## src/inc/pinctl_pkg.sv

```systemverilog
// Register map, field widths and reset values of the pin control block
package pinctl_pkg;
   // Pin groups packed into one vector: port0 [3:0], port1 [11:4],
   // port3 [15:12], port12 [16]
   localparam int P0_W = 4;
   localparam int P1_W = 8;
   localparam int P3_W = 4;
   localparam int P12_W = 1;
   localparam int BIDIR_W = 17;
   localparam int P2_W = 4;
   localparam int IRQ_N = 6;
   // Bit positions inside the packed vector
   localparam int P0_LSB = 0;
   localparam int P1_LSB = 4;
   localparam int P3_LSB = 12;
   localparam int P12_LSB = 16;
   localparam int TMR16_CLK_BIT = 0;
   localparam int TMR16_CAP_BIT = 1;
   localparam int TMR8_CLK_BIT = 11;
   localparam int IRQ_F_BIT = 10;
   // Byte offsets on the bus
   localparam logic [7:0] P0_DATA_OFS = 8'h00;
   localparam logic [7:0] P0_DIR_OFS = 8'h04;
   localparam logic [7:0] P0_PULL_OFS = 8'h08;
   localparam logic [7:0] P0_FUNC_OFS = 8'h0C;
   localparam logic [7:0] P1_DATA_OFS = 8'h10;
   localparam logic [7:0] P1_DIR_OFS = 8'h14;
   localparam logic [7:0] P1_PULL_OFS = 8'h18;
   localparam logic [7:0] P1_FUNC_OFS = 8'h1C;
   localparam logic [7:0] P3_DATA_OFS = 8'h20;
   localparam logic [7:0] P3_DIR_OFS = 8'h24;
   localparam logic [7:0] P3_PULL_OFS = 8'h28;
   localparam logic [7:0] P3_FUNC_OFS = 8'h2C;
   localparam logic [7:0] P12_DATA_OFS = 8'h30;
   localparam logic [7:0] P12_DIR_OFS = 8'h34;
   localparam logic [7:0] P12_PULL_OFS = 8'h38;
   localparam logic [7:0] P12_FUNC_OFS = 8'h3C;
   localparam logic [7:0] P2_DATA_OFS = 8'h40;
   localparam logic [7:0] P2_FUNC_OFS = 8'h44;
   localparam logic [7:0] P13_DATA_OFS = 8'h48;
   localparam logic [7:0] IRQ_RISE_OFS = 8'h4C;
   localparam logic [7:0] IRQ_FALL_OFS = 8'h50;
   // Reset values: direction 1 = input
   localparam logic [BIDIR_W-1:0] DIR_RST = 17'h1_FFFF;
   localparam logic [BIDIR_W-1:0] VEC_RST = 17'h0_0000;
   localparam logic [31:0] WORD_RST = 32'h0000_0000;
   // Bus phase of the slave
   typedef enum logic {ph_idle, ph_busy} bus_phase_t;
endpackage

```

## src/port_pin_function_control.sv

```systemverilog
// Port pin direction, pull-up, function select and edge detect logic
// Behaviour
// - Port0 four bits, per-bit direction register
// - Port0 pull-ups per bit from register
// - Port1 eight bits, per-bit direction register
// - Port1 pull-ups per bit from register
// - Port2 four bits, input only, readable
// - Port3 four bits, per-bit direction register
// - Port3 pull-ups per bit from register
// - Port12 single bit, own direction register
// - Port12 pull-up from own register
// - Port13 single bit, always driving output
// - Each bidirectional pin selectable: port or peripheral
// - External interrupts on rising, falling, both
// - Active-low reset holds whole block
// - Timer pins route to clock, captures
// - Timer and serial pins input after reset
// - Port2 control mode feeds analog channels
// - Reset: bidirectional inputs, output bit output
`timescale 1ns/10ps
`default_nettype none
module port_pin_function_control
   import pinctl_pkg::*;
(
   input wire logic hclk,
   input wire logic hresetn,
   input wire logic hsel,
   input wire logic [31:0] haddr,
   input wire logic [1:0] htrans,
   input wire logic hwrite,
   input wire logic [2:0] hsize,
   input wire logic [31:0] hwdata,
   input wire logic hready,
   output logic hreadyout,
   output logic hresp,
   output logic [31:0] hrdata,
   input wire logic [BIDIR_W-1:0] bidir_pin_in,
   output logic [BIDIR_W-1:0] bidir_pin_out,
   output logic [BIDIR_W-1:0] bidir_pin_oe,
   output logic [BIDIR_W-1:0] bidir_pullup_en,
   input wire logic [P2_W-1:0] port2_pin_in,
   output logic [P2_W-1:0] analog_in_en,
   output logic output_only_bit,
   input wire logic [BIDIR_W-1:0] periph_out,
   output logic [BIDIR_W-1:0] periph_in,
   output logic [IRQ_N-1:0] ext_irq_pulse,
   output logic timer16_count_in,
   output logic [1:0] capture_reg_a_trig,
   output logic capture_reg_b_trig,
   output logic timer8_clk_in
);
   // Bus phase and captured address phase
   bus_phase_t phase;
   bus_phase_t next_phase;
   logic [7:0] addr_q;
   logic write_q;
   logic [31:0] rdata_mux;
   // Software state
   logic [P0_W-1:0] port0_direction_reg;
   logic [P0_W-1:0] port0_pullup_reg;
   logic [P1_W-1:0] port1_direction_reg;
   logic [P1_W-1:0] port1_pullup_reg;
   logic [P3_W-1:0] port3_direction_reg;
   logic [P3_W-1:0] port3_pullup_reg;
   logic [P12_W-1:0] port12_direction_reg;
   logic [P12_W-1:0] port12_pullup_reg;
   logic [BIDIR_W-1:0] out_latch; // Output data latches
   logic [BIDIR_W-1:0] func_sel; // 1 = peripheral function
   logic [P2_W-1:0] port2_func; // 1 = analog channel
   logic [IRQ_N-1:0] irq_rise_en;
   logic [IRQ_N-1:0] irq_fall_en;
   // Sampled pins and previous interrupt levels
   logic [BIDIR_W-1:0] pin_sample;
   logic [P2_W-1:0] port2_sample;
   logic [IRQ_N-1:0] irq_prev;

   // Address phase accepted only when the bus is ready
   wire logic take = hsel & htrans[1] & hready;
   wire logic busy = (phase == ph_busy);
   wire logic wr = busy & write_q;
   wire logic rd = busy & ~write_q;
   assign next_phase = take ? ph_busy : ph_idle;

   // Packed views of the per-port registers
   wire logic [BIDIR_W-1:0] dir_all = {port12_direction_reg,
      port3_direction_reg, port1_direction_reg, port0_direction_reg};
   wire logic [BIDIR_W-1:0] pull_all = {port12_pullup_reg,
      port3_pullup_reg, port1_pullup_reg, port0_pullup_reg};

   // Pin drive: latch or peripheral, direction decides enable
   wire logic [BIDIR_W-1:0] next_pin_out =
      (func_sel & periph_out) | (~func_sel & out_latch);
   wire logic [BIDIR_W-1:0] next_pin_oe = ~dir_all;
   // Pull-up gated by input direction, so it never fights a driver
   wire logic [BIDIR_W-1:0] next_pullup = pull_all & dir_all;
   // Read view: pin when input, latch when output
   wire logic [BIDIR_W-1:0] pin_view =
      (dir_all & pin_sample) | (~dir_all & out_latch);
   // Analog bits read as zero in port mode readback
   wire logic [P2_W-1:0] port2_view = port2_sample & ~port2_func;

   // Interrupt sources: [0] on port12, [4:1] on port3, [5] on port1
   wire logic [IRQ_N-1:0] irq_src = {pin_sample[IRQ_F_BIT],
      pin_sample[P3_LSB+P3_W-1:P3_LSB], pin_sample[P12_LSB]};
   wire logic [IRQ_N-1:0] irq_on = {func_sel[IRQ_F_BIT],
      func_sel[P3_LSB+P3_W-1:P3_LSB], func_sel[P12_LSB]};
   wire logic [IRQ_N-1:0] next_irq = irq_on &
      ((irq_src & ~irq_prev & irq_rise_en) |
       (~irq_src & irq_prev & irq_fall_en));

   // Bus phase, whole block held while reset is low
   always_ff @(posedge hclk or negedge hresetn) begin
      if (!hresetn) begin
         phase <= ph_idle;
         hreadyout <= 1'b1;
         hresp <= 1'b0;
      end else begin
         phase <= next_phase;
         hreadyout <= (next_phase == ph_idle);
         hresp <= 1'b0; // Always OKAY
      end
   end

   // Address phase capture
   always_ff @(posedge hclk or negedge hresetn) begin
      if (!hresetn) begin
         addr_q <= 8'h00;
         write_q <= 1'b0;
      end else if (take) begin
         addr_q <= haddr[7:0];
         write_q <= hwrite;
      end
   end

   // Read data loaded in the wait cycle, after any earlier write landed
   always_ff @(posedge hclk or negedge hresetn) begin
      if (!hresetn) begin
         hrdata <= WORD_RST;
      end else if (rd) begin
         hrdata <= rdata_mux;
      end
   end

   // Register writes; unmapped offsets are ignored
   always_ff @(posedge hclk or negedge hresetn) begin
      if (!hresetn) begin
         {port12_direction_reg, port3_direction_reg,
          port1_direction_reg, port0_direction_reg} <= DIR_RST;
         {port12_pullup_reg, port3_pullup_reg,
          port1_pullup_reg, port0_pullup_reg} <= VEC_RST;
         out_latch <= VEC_RST;
         func_sel <= VEC_RST;
         port2_func <= 4'h0;
         output_only_bit <= 1'b0;
         irq_rise_en <= 6'h00;
         irq_fall_en <= 6'h00;
      end else if (wr) begin
         case (addr_q)
            P0_DATA_OFS: out_latch[3:0] <= hwdata[3:0];
            P0_DIR_OFS: port0_direction_reg <= hwdata[3:0];
            P0_PULL_OFS: port0_pullup_reg <= hwdata[3:0];
            P0_FUNC_OFS: func_sel[3:0] <= hwdata[3:0];
            P1_DATA_OFS: out_latch[11:4] <= hwdata[7:0];
            P1_DIR_OFS: port1_direction_reg <= hwdata[7:0];
            P1_PULL_OFS: port1_pullup_reg <= hwdata[7:0];
            P1_FUNC_OFS: func_sel[11:4] <= hwdata[7:0];
            P3_DATA_OFS: out_latch[15:12] <= hwdata[3:0];
            P3_DIR_OFS: port3_direction_reg <= hwdata[3:0];
            P3_PULL_OFS: port3_pullup_reg <= hwdata[3:0];
            P3_FUNC_OFS: func_sel[15:12] <= hwdata[3:0];
            P12_DATA_OFS: out_latch[16] <= hwdata[0];
            P12_DIR_OFS: port12_direction_reg <= hwdata[0:0];
            P12_PULL_OFS: port12_pullup_reg <= hwdata[0:0];
            P12_FUNC_OFS: func_sel[16] <= hwdata[0];
            P2_FUNC_OFS: port2_func <= hwdata[3:0];
            P13_DATA_OFS: output_only_bit <= hwdata[0];
            IRQ_RISE_OFS: irq_rise_en <= hwdata[5:0];
            IRQ_FALL_OFS: irq_fall_en <= hwdata[5:0];
            default: begin
               // Unmapped or read-only: no effect
            end
         endcase
      end
   end

   // Read multiplexer, unmapped reads return zero
   always_comb begin
      rdata_mux = WORD_RST;
      case (addr_q)
         P0_DATA_OFS: rdata_mux[3:0] = pin_view[3:0];
         P0_DIR_OFS: rdata_mux[3:0] = port0_direction_reg;
         P0_PULL_OFS: rdata_mux[3:0] = port0_pullup_reg;
         P0_FUNC_OFS: rdata_mux[3:0] = func_sel[3:0];
         P1_DATA_OFS: rdata_mux[7:0] = pin_view[11:4];
         P1_DIR_OFS: rdata_mux[7:0] = port1_direction_reg;
         P1_PULL_OFS: rdata_mux[7:0] = port1_pullup_reg;
         P1_FUNC_OFS: rdata_mux[7:0] = func_sel[11:4];
         P3_DATA_OFS: rdata_mux[3:0] = pin_view[15:12];
         P3_DIR_OFS: rdata_mux[3:0] = port3_direction_reg;
         P3_PULL_OFS: rdata_mux[3:0] = port3_pullup_reg;
         P3_FUNC_OFS: rdata_mux[3:0] = func_sel[15:12];
         P12_DATA_OFS: rdata_mux[0] = pin_view[16];
         P12_DIR_OFS: rdata_mux[0] = port12_direction_reg[0];
         P12_PULL_OFS: rdata_mux[0] = port12_pullup_reg[0];
         P12_FUNC_OFS: rdata_mux[0] = func_sel[16];
         P2_DATA_OFS: rdata_mux[3:0] = port2_view;
         P2_FUNC_OFS: rdata_mux[3:0] = port2_func;
         P13_DATA_OFS: rdata_mux[0] = output_only_bit;
         IRQ_RISE_OFS: rdata_mux[5:0] = irq_rise_en;
         IRQ_FALL_OFS: rdata_mux[5:0] = irq_fall_en;
         default: rdata_mux = WORD_RST;
      endcase
   end

   // Pin sampling; inputs are synchronous so one stage suffices
   always_ff @(posedge hclk or negedge hresetn) begin
      if (!hresetn) begin
         pin_sample <= VEC_RST;
         port2_sample <= 4'h0;
         irq_prev <= 6'h00;
      end else begin
         pin_sample <= bidir_pin_in;
         port2_sample <= port2_pin_in;
         irq_prev <= irq_src;
      end
   end

   // Registered pin controls; reset leaves every bidirectional pin an input
   always_ff @(posedge hclk or negedge hresetn) begin
      if (!hresetn) begin
         bidir_pin_out <= VEC_RST;
         bidir_pin_oe <= VEC_RST;
         bidir_pullup_en <= VEC_RST;
         analog_in_en <= 4'h0;
      end else begin
         bidir_pin_out <= next_pin_out;
         bidir_pin_oe <= next_pin_oe;
         bidir_pullup_en <= next_pullup;
         analog_in_en <= port2_func;
      end
   end

   // Peripheral inputs and interrupt pulses
   always_ff @(posedge hclk or negedge hresetn) begin
      if (!hresetn) begin
         periph_in <= VEC_RST;
         ext_irq_pulse <= 6'h00;
         timer16_count_in <= 1'b0;
         capture_reg_a_trig <= 2'b00;
         capture_reg_b_trig <= 1'b0;
         timer8_clk_in <= 1'b0;
      end else begin
         periph_in <= pin_sample & func_sel;
         ext_irq_pulse <= next_irq;
         // First timer pin: counter clock and both captures
         timer16_count_in <= pin_sample[TMR16_CLK_BIT] &
            func_sel[TMR16_CLK_BIT];
         capture_reg_b_trig <= pin_sample[TMR16_CLK_BIT] &
            func_sel[TMR16_CLK_BIT];
         capture_reg_a_trig <= pin_sample[1:0] & func_sel[1:0];
         timer8_clk_in <= pin_sample[TMR8_CLK_BIT] &
            func_sel[TMR8_CLK_BIT];
      end
   end
endmodule
`default_nettype wire

```

## config.mk

```make
export PLATFORM = sky130hd
export DESIGN_NAME = port_pin_function_control
export DESIGN_NICKNAME = d
export VERILOG_FILES = /design/src/inc/pinctl_pkg.sv /design/src/port_pin_function_control.sv
export SDC_FILE = /design/constraint.sdc
export NUM_CORES = 1
export LEC_CHECK = 0
export CAP_MARGIN = 5
export CORE_ASPECT_RATIO = 0.9
export CORE_UTILIZATION = 50
export CTS_CLUSTER_SIZE = 8
export DETAILED_ROUTE_END_ITERATION = 12
export DONT_BUFFER_PORTS = 1
export GPL_TIMING_DRIVEN = 1
export PLACE_DENSITY = 0.62
export SLEW_MARGIN = 20
export SYNTH_ARGS = -nofsm -noshare
export SYNTH_HDL_FRONTEND = slang
export SYNTH_SLANG_ARGS = --single-unit
```

## constraint.sdc

```tcl
create_clock -name hclk -period 2.55 [get_ports hclk]
set_clock_uncertainty 0.05 [all_clocks]
set_input_delay 0.1275 -clock hclk [delete_from_list [all_inputs] [get_ports hclk]]
set_output_delay 0.1275 -clock hclk [all_outputs]
set_load 0.005 [all_outputs]
```

Yosys cells after proc, flatten, opt, wreduce, memory -nomap -nowiden
Cells that the tools add are included.
{"block": "totals", "regBits": 213}
{"block": "op_classes", "eq_ne": 20, "muxes": 5, "bitwise_logic": 29, "n_reduce_logical": 21}
{"cell": "$and 17x17->17", "count": 6}
{"cell": "$eq 8x6->1 const B", "count": 8}
{"cell": "$pmux 3 s16", "count": 1}
{"cell": "$eq 8x7->1 const B", "count": 5}
{"cell": "$reduce_and 2->1", "count": 20}
{"cell": "$not 17->17", "count": 2}
{"cell": "$or 17x17->17", "count": 2}
{"cell": "$eq 8x5->1 const B", "count": 4}
{"cell": "$and 6x6->6", "count": 5}
{"cell": "$pmux 1 s21", "count": 1}
{"cell": "$eq 8x4->1 const B", "count": 2}
{"cell": "$not 6->6", "count": 2}
{"cell": "$pmux 2 s6", "count": 1}
{"cell": "$eq 8x3->1 const B", "count": 1}
{"cell": "$logic_not 8->1", "count": 1}
{"cell": "$pmux 2 s4", "count": 1}
{"cell": "$and 1x1->1", "count": 6}
{"cell": "$or 6x6->6", "count": 1}
{"cell": "$and 4x4->4", "count": 1}
{"cell": "$not 4->4", "count": 1}
{"cell": "$and 2x2->2", "count": 1}
{"cell": "$not 1->1", "count": 2}
{"cell": "$mux 1", "count": 1}

Depth between registers and ports, before layout
{"block": "depth", "depth_word": 5, "depth_mapped": 7, "mapped_depth_nobuf": 5}

Worst setup path after synthesis
Ideal clock, no wire load.
{"block": "synth_timing", "path_type": "register -> register", "from": "register addr_q[0]", "to": "register irq_fall_en[1]", "setup_time_ns": 0.125, "arrival_ns": 1.678, "setup_slack_ns": 0.698, "path_stages_with_launch": 7, "n_path_buf": 2, "cell_sequence": "dfrtp_1 > buf_4 > nor4_4 > nand3_2 > nor2b_1 > buf_4 > mux2_2"}
{"block": "synth_via", "elab_chain_len": 2}
{"element": "from (decl)", "line": "port_pin_function_control.sv:55", "source": "logic [7:0] addr_q;"}
{"element": "from (signal assigned)", "line": "port_pin_function_control.sv:130", "source": "addr_q <= haddr[7:0];"}
{"element": "$eq 8x7->1", "line": "port_pin_function_control.sv:158", "source": "case (addr_q)"}
{"element": "$reduce_and 2->1 (no source line)"}
{"element": "to (signal assigned)", "line": "port_pin_function_control.sv:178", "source": "IRQ_FALL_OFS: irq_fall_en <= hwdata[5:0];"}
{"element": "to (decl)", "line": "port_pin_function_control.sv:71", "source": "logic [IRQ_N-1:0] irq_fall_en;"}
Every way passes these cells.
A chain may end at the register's enable or synchronous reset.

Worst setup path in the final report
{"block": "layout_timing", "from": "register addr_q[1]", "to": "register irq_rise_en[2]"}
{"block": "layout_via", "elab_chain_len": 2}
{"element": "$eq 8x7->1", "line": "port_pin_function_control.sv:158"}
{"element": "$reduce_and 2->1 (no source line)"}
{"element": "to (signal assigned)", "line": "port_pin_function_control.sv:177", "source": "IRQ_RISE_OFS: irq_rise_en <= hwdata[5:0];"}
{"element": "to (decl)", "line": "port_pin_function_control.sv:70", "source": "logic [IRQ_N-1:0] irq_rise_en;"}
Every way passes these cells.

==> summary.json <==
{
  "critPathSlowestCell": "sky130_fd_sc_hd__and4bb_2",
  "outcome": "finished with violations",
  "globalRouteTotalUtil_pct": 25.5,
  "total_power_mw": 7.88,
  "sw_frac_of_total_pct": 23.8,
  "layout-area-overhead-vs-synth_pct": 18.5,
  "netSwitchingPower_mw": 1.88,
  "routed_wire_length_um": 21700,
  "finalMaxSlewViolations": 0,
  "final_hold_viol_count": 209,
  "finalSetupViolCount": 0,
  "synth-edff-count": 0,
  "cpLargestDelayFamily": "simple AND/OR/NAND/NOR gates",
  "kind_of_start_point_of_the_critical_path": "flip-flop",
  "worst-slew-pin-transition_ns": 0.916,
  "fin_crit_sh_pct": 88.2,
  "cts_num_sinks": 209,
  "post_route_cells_drive_above_1_share_pct": 27.5,
  "yosysUniqueCellTypes": 60,
  "final_cell_count_no_fill": 967,
  "drc": 0,
  "synth_async_sr_flop_share_pct": 100,
  "timing.critical_path.slowest_cell_delay_ns": 0.56,
  "sequential_cell_area_in_the_final_layout_um2": 5250,
  "adder_and_majority_gate_portion_of_the_synthesized_area_pct": 0,
  "failed_checks": "hold timing",
  "cts-root-to-sink-buffers": 3,
  "worstPathArrival_ns": 2.60,
  "cellLeakagePower_nw": 4.79,
  "hold_fix_buffers_cts": 55,
  "regToRegStartpoint": "addr_q[1]$_DFFE_PN0P_",
  "post_synth_and_or_nand_nor_area_fraction_pct": 13.0,
  "synth_xor_area_share_pct": 0,
  "htree_levels": 1,
  "post_synth_mux_area_share_pct": 14.0,
  "synthCells": 660,
  "max_cap_violations": 0,
  "gr-total-overflow": 0,
  "cts.repair.resized": 0,
  "stdcell_area_um2": 10200,
  "maximum_number_of_pins_on_one_net_before_global_route_repair": 210,
  "grt_pass1_vias": 5636,
  "effective_utilization_at_floorplan_pct": 51.2,
  "setup_repair_after_global_routing_missed_its_margin": "false",
  "area_used_by_multi_input_combinational_logic_um2": 3020,
  "vias_per_cell": 5.54,
  "detail_route.first_pass.iterations": 5,
  "routed_wire_length_per_instance_um": 22.5,
  "synth.yosys.seq_area_share_pct": 61.0,
  "cts_setup_buffers": 0,
  "power_frac_comb_pct": 8.4,
  "fp.dieW_um": 140,
  "gp_congestion": 0.829,
  "layout.nets": 852,
  "syn-cell-area_um2": 8610,
  "dr_total_vias": 5361,
  "dpl.cell_count": 864,
  "setup_ws_ns": 0.301,
  "fp.dieH_um": 127,
  "clockRootBuffer": "sky130_fd_sc_hd__clkbuf_16",
  "fmaxAchievable_ghz": 0.445,
  "dp_hpwl_um": 14700,
  "critPathKind": "flip-flop to flip-flop",
  "accumulated_negative_setup_slack_ns": 0,
  "grt_first_pass_wirelength_um": 33700,
  "ioPinCount": 230,
  "fillerInstances": 1363,
  "highest_count_cells_in_the_layout_ignoring_fill_and_taps": "sky130_fd_sc_hd__dfrtp_1, sky130_fd_sc_hd__mux2_2, sky130_fd_sc_hd__dlygate4sd3_1",
  "cts.reportedPaths.clkPinSlew_ns": 0.05,
  "critPathLaunch": "addr_q[1]$_DFFE_PN0P_",
  "power_report.internal_total_mw": 6.00,
  "worstPathMaxFanout": 10,
  "pwr-share-clk_pct": 44.9,
  "initial_antenna_violation_count": 0,
  "total_inserted_antenna_cells": 0,
  "ys.flop_type": "sky130_fd_sc_hd__dfrtp_1",
  "compound_cell_area_share_of_the_yosys_netlist_pct": 7.10,
  "number_of_rows_created_at_floorplan": 45,
  "clkLatencyLatePin_ns": 0.53,
  "setup.worst_path.end_class": "flip-flop",
  "core_area_um2": 16800,
  "drt_first_iter_violations": 301,
  "ys_ff_latch": 209,
  "place_ws_ns": 0.349,
  "path_cells": "and4bb_2 > nand3_4 > nor2_4 > mux2_2",
  "seq_power_share_pct": 46.6,
  "power.ir.vdd_worst_uv": 543,
  "worst-path-buf-inv": 0,
  "placement.io_buffers": 0,
  "worst_slew_margin_rel_pct": 38.8,
  "postLayoutCoreUtil_pct": 60.6,
  "required_ns": 2.90,
  "period_minus_slack_ns": 2.25,
  "ff2ff_path_depth": 4,
  "avgSynthCellArea_um2": 13.1,
  "leading_cell_type_in_the_layout_fill_and_taps_excluded": "sky130_fd_sc_hd__dfrtp_1",
  "inserted_clock_buffers": 30,
  "route.antenna.remaining_nets": 0,
  "yosys_warnings": 0,
  "cts_tree": "yes",
  "hold_class": "primary input to asynchronous set/reset pin",
  "pwr_dens_nw_per_um2": 772,
  "final.hold.worst_slack_ns": -0.748,
  "fp.dieArea_um2": 17800,
  "dominant_combinational_cell_family_by_area_after_synthesis": "multiplexers",
  "critical_path_cell_count": 4,
  "placed_area_um2": 8810
}
[synthesized netlist by cell type (4+ instances only)]
library cell / instances / area (µm²)
sky130_fd_sc_hd__dfrtp_1: 191 / 4780
sky130_fd_sc_hd__mux2_2: 104 / 1170
sky130_fd_sc_hd__nand2_1: 43 / 161
sky130_fd_sc_hd__and2_1: 41 / 257
sky130_fd_sc_hd__o21ai_0: 39 / 195
sky130_fd_sc_hd__buf_4: 34 / 255
sky130_fd_sc_hd__inv_1: 20 / 75.1
sky130_fd_sc_hd__dfstp_2: 18 / 473
sky130_fd_sc_hd__nor2_1: 18 / 67.6
sky130_fd_sc_hd__a21oi_1: 14 / 70.1
sky130_fd_sc_hd__nand3b_1: 14 / 105
sky130_fd_sc_hd__a22oi_1: 11 / 82.6
sky130_fd_sc_hd__buf_2: 11 / 55.1
sky130_fd_sc_hd__nor2_2: 8 / 50.1
sky130_fd_sc_hd__clkbuf_1: 7 / 26.3
sky130_fd_sc_hd__nand3_1: 7 / 35.0
sky130_fd_sc_hd__a32oi_1: 5 / 43.8
sky130_fd_sc_hd__nor2_4: 5 / 56.3
sky130_fd_sc_hd__a222oi_1: 4 / 40.0
sky130_fd_sc_hd__nand2b_1: 4 / 25.0
[worst paths after layout]
check,slack (ns),end
hold / removal,-0.75,irq_prev[2]$_DFF_PN0_
setup reg to reg,0.30,irq_rise_en[2]$_DFFE_PN0P_
max in group asynchronous,2.92,port1_direction_reg[4]$_DFFE_PN1P_
min in group hclk,0.10,pin_sample[14]$_DFF_PN0_
hold reg to reg,0.40,analog_in_en[0]$_DFF_PN0_
setup / recovery,0.30,irq_rise_en[2]$_DFFE_PN0P_
[power by group through the flow]
stage               clock network, mW  registers [mW]  logic [mW]
floorplan                           0            3.61       0.491
global placement                    0            3.72       0.567
detailed placement                  0            3.72       0.572
CTS                              3.59            3.67       0.664
global route                     3.73            3.69       0.715
finish                           3.54            3.67       0.665
[logic make-up (layout without fill, tap and decap cells)]
group / after synthesis / count (layout)
DFF: 209 / 209
and+or+nand+nor: 173 / 173
AOI/OAI and AO/OA: 96 / 96
muxes: 107 / 107
buffers and inverters: 74 / 146
other: 1 / 25
[layer usage]
| metal | wire length (µm) | vias up | part of all wire [%] | GRT usage (%) |
|---|---|---|---|---|
| li1 | - | 2412 | - | - |
| met4 | 344 | 0 | 1.6 | 6.08 |
| met5 | 0 | - | 0 | 0 |
| met1 | 10100 | 2746 | 46 | 36.2 |
| met2 | 10200 | 178 | 47 | 40.7 |
| met3 | 1120 | 25 | 5.2 | 4.72 |
[cell type report]
class	count	share of cell area, %
tap	211	2.59
clock inverter	1	0.0858
multi-input combinational	401	29.6
clock buffer	47	8.19
timing repair buffer	78	7.33
sequential	209	51.5
inverter	20	0.735
[worst register-to-register path, cell delays in order (launching register included)]
cell	delay, ns
sky130_fd_sc_hd__dfrtp_1	0.55
sky130_fd_sc_hd__and4bb_2	0.56
sky130_fd_sc_hd__nand3_4	0.16
sky130_fd_sc_hd__nor2_4	0.40
sky130_fd_sc_hd__mux2_2	0.39
Power figures use the tool's default switching activity.
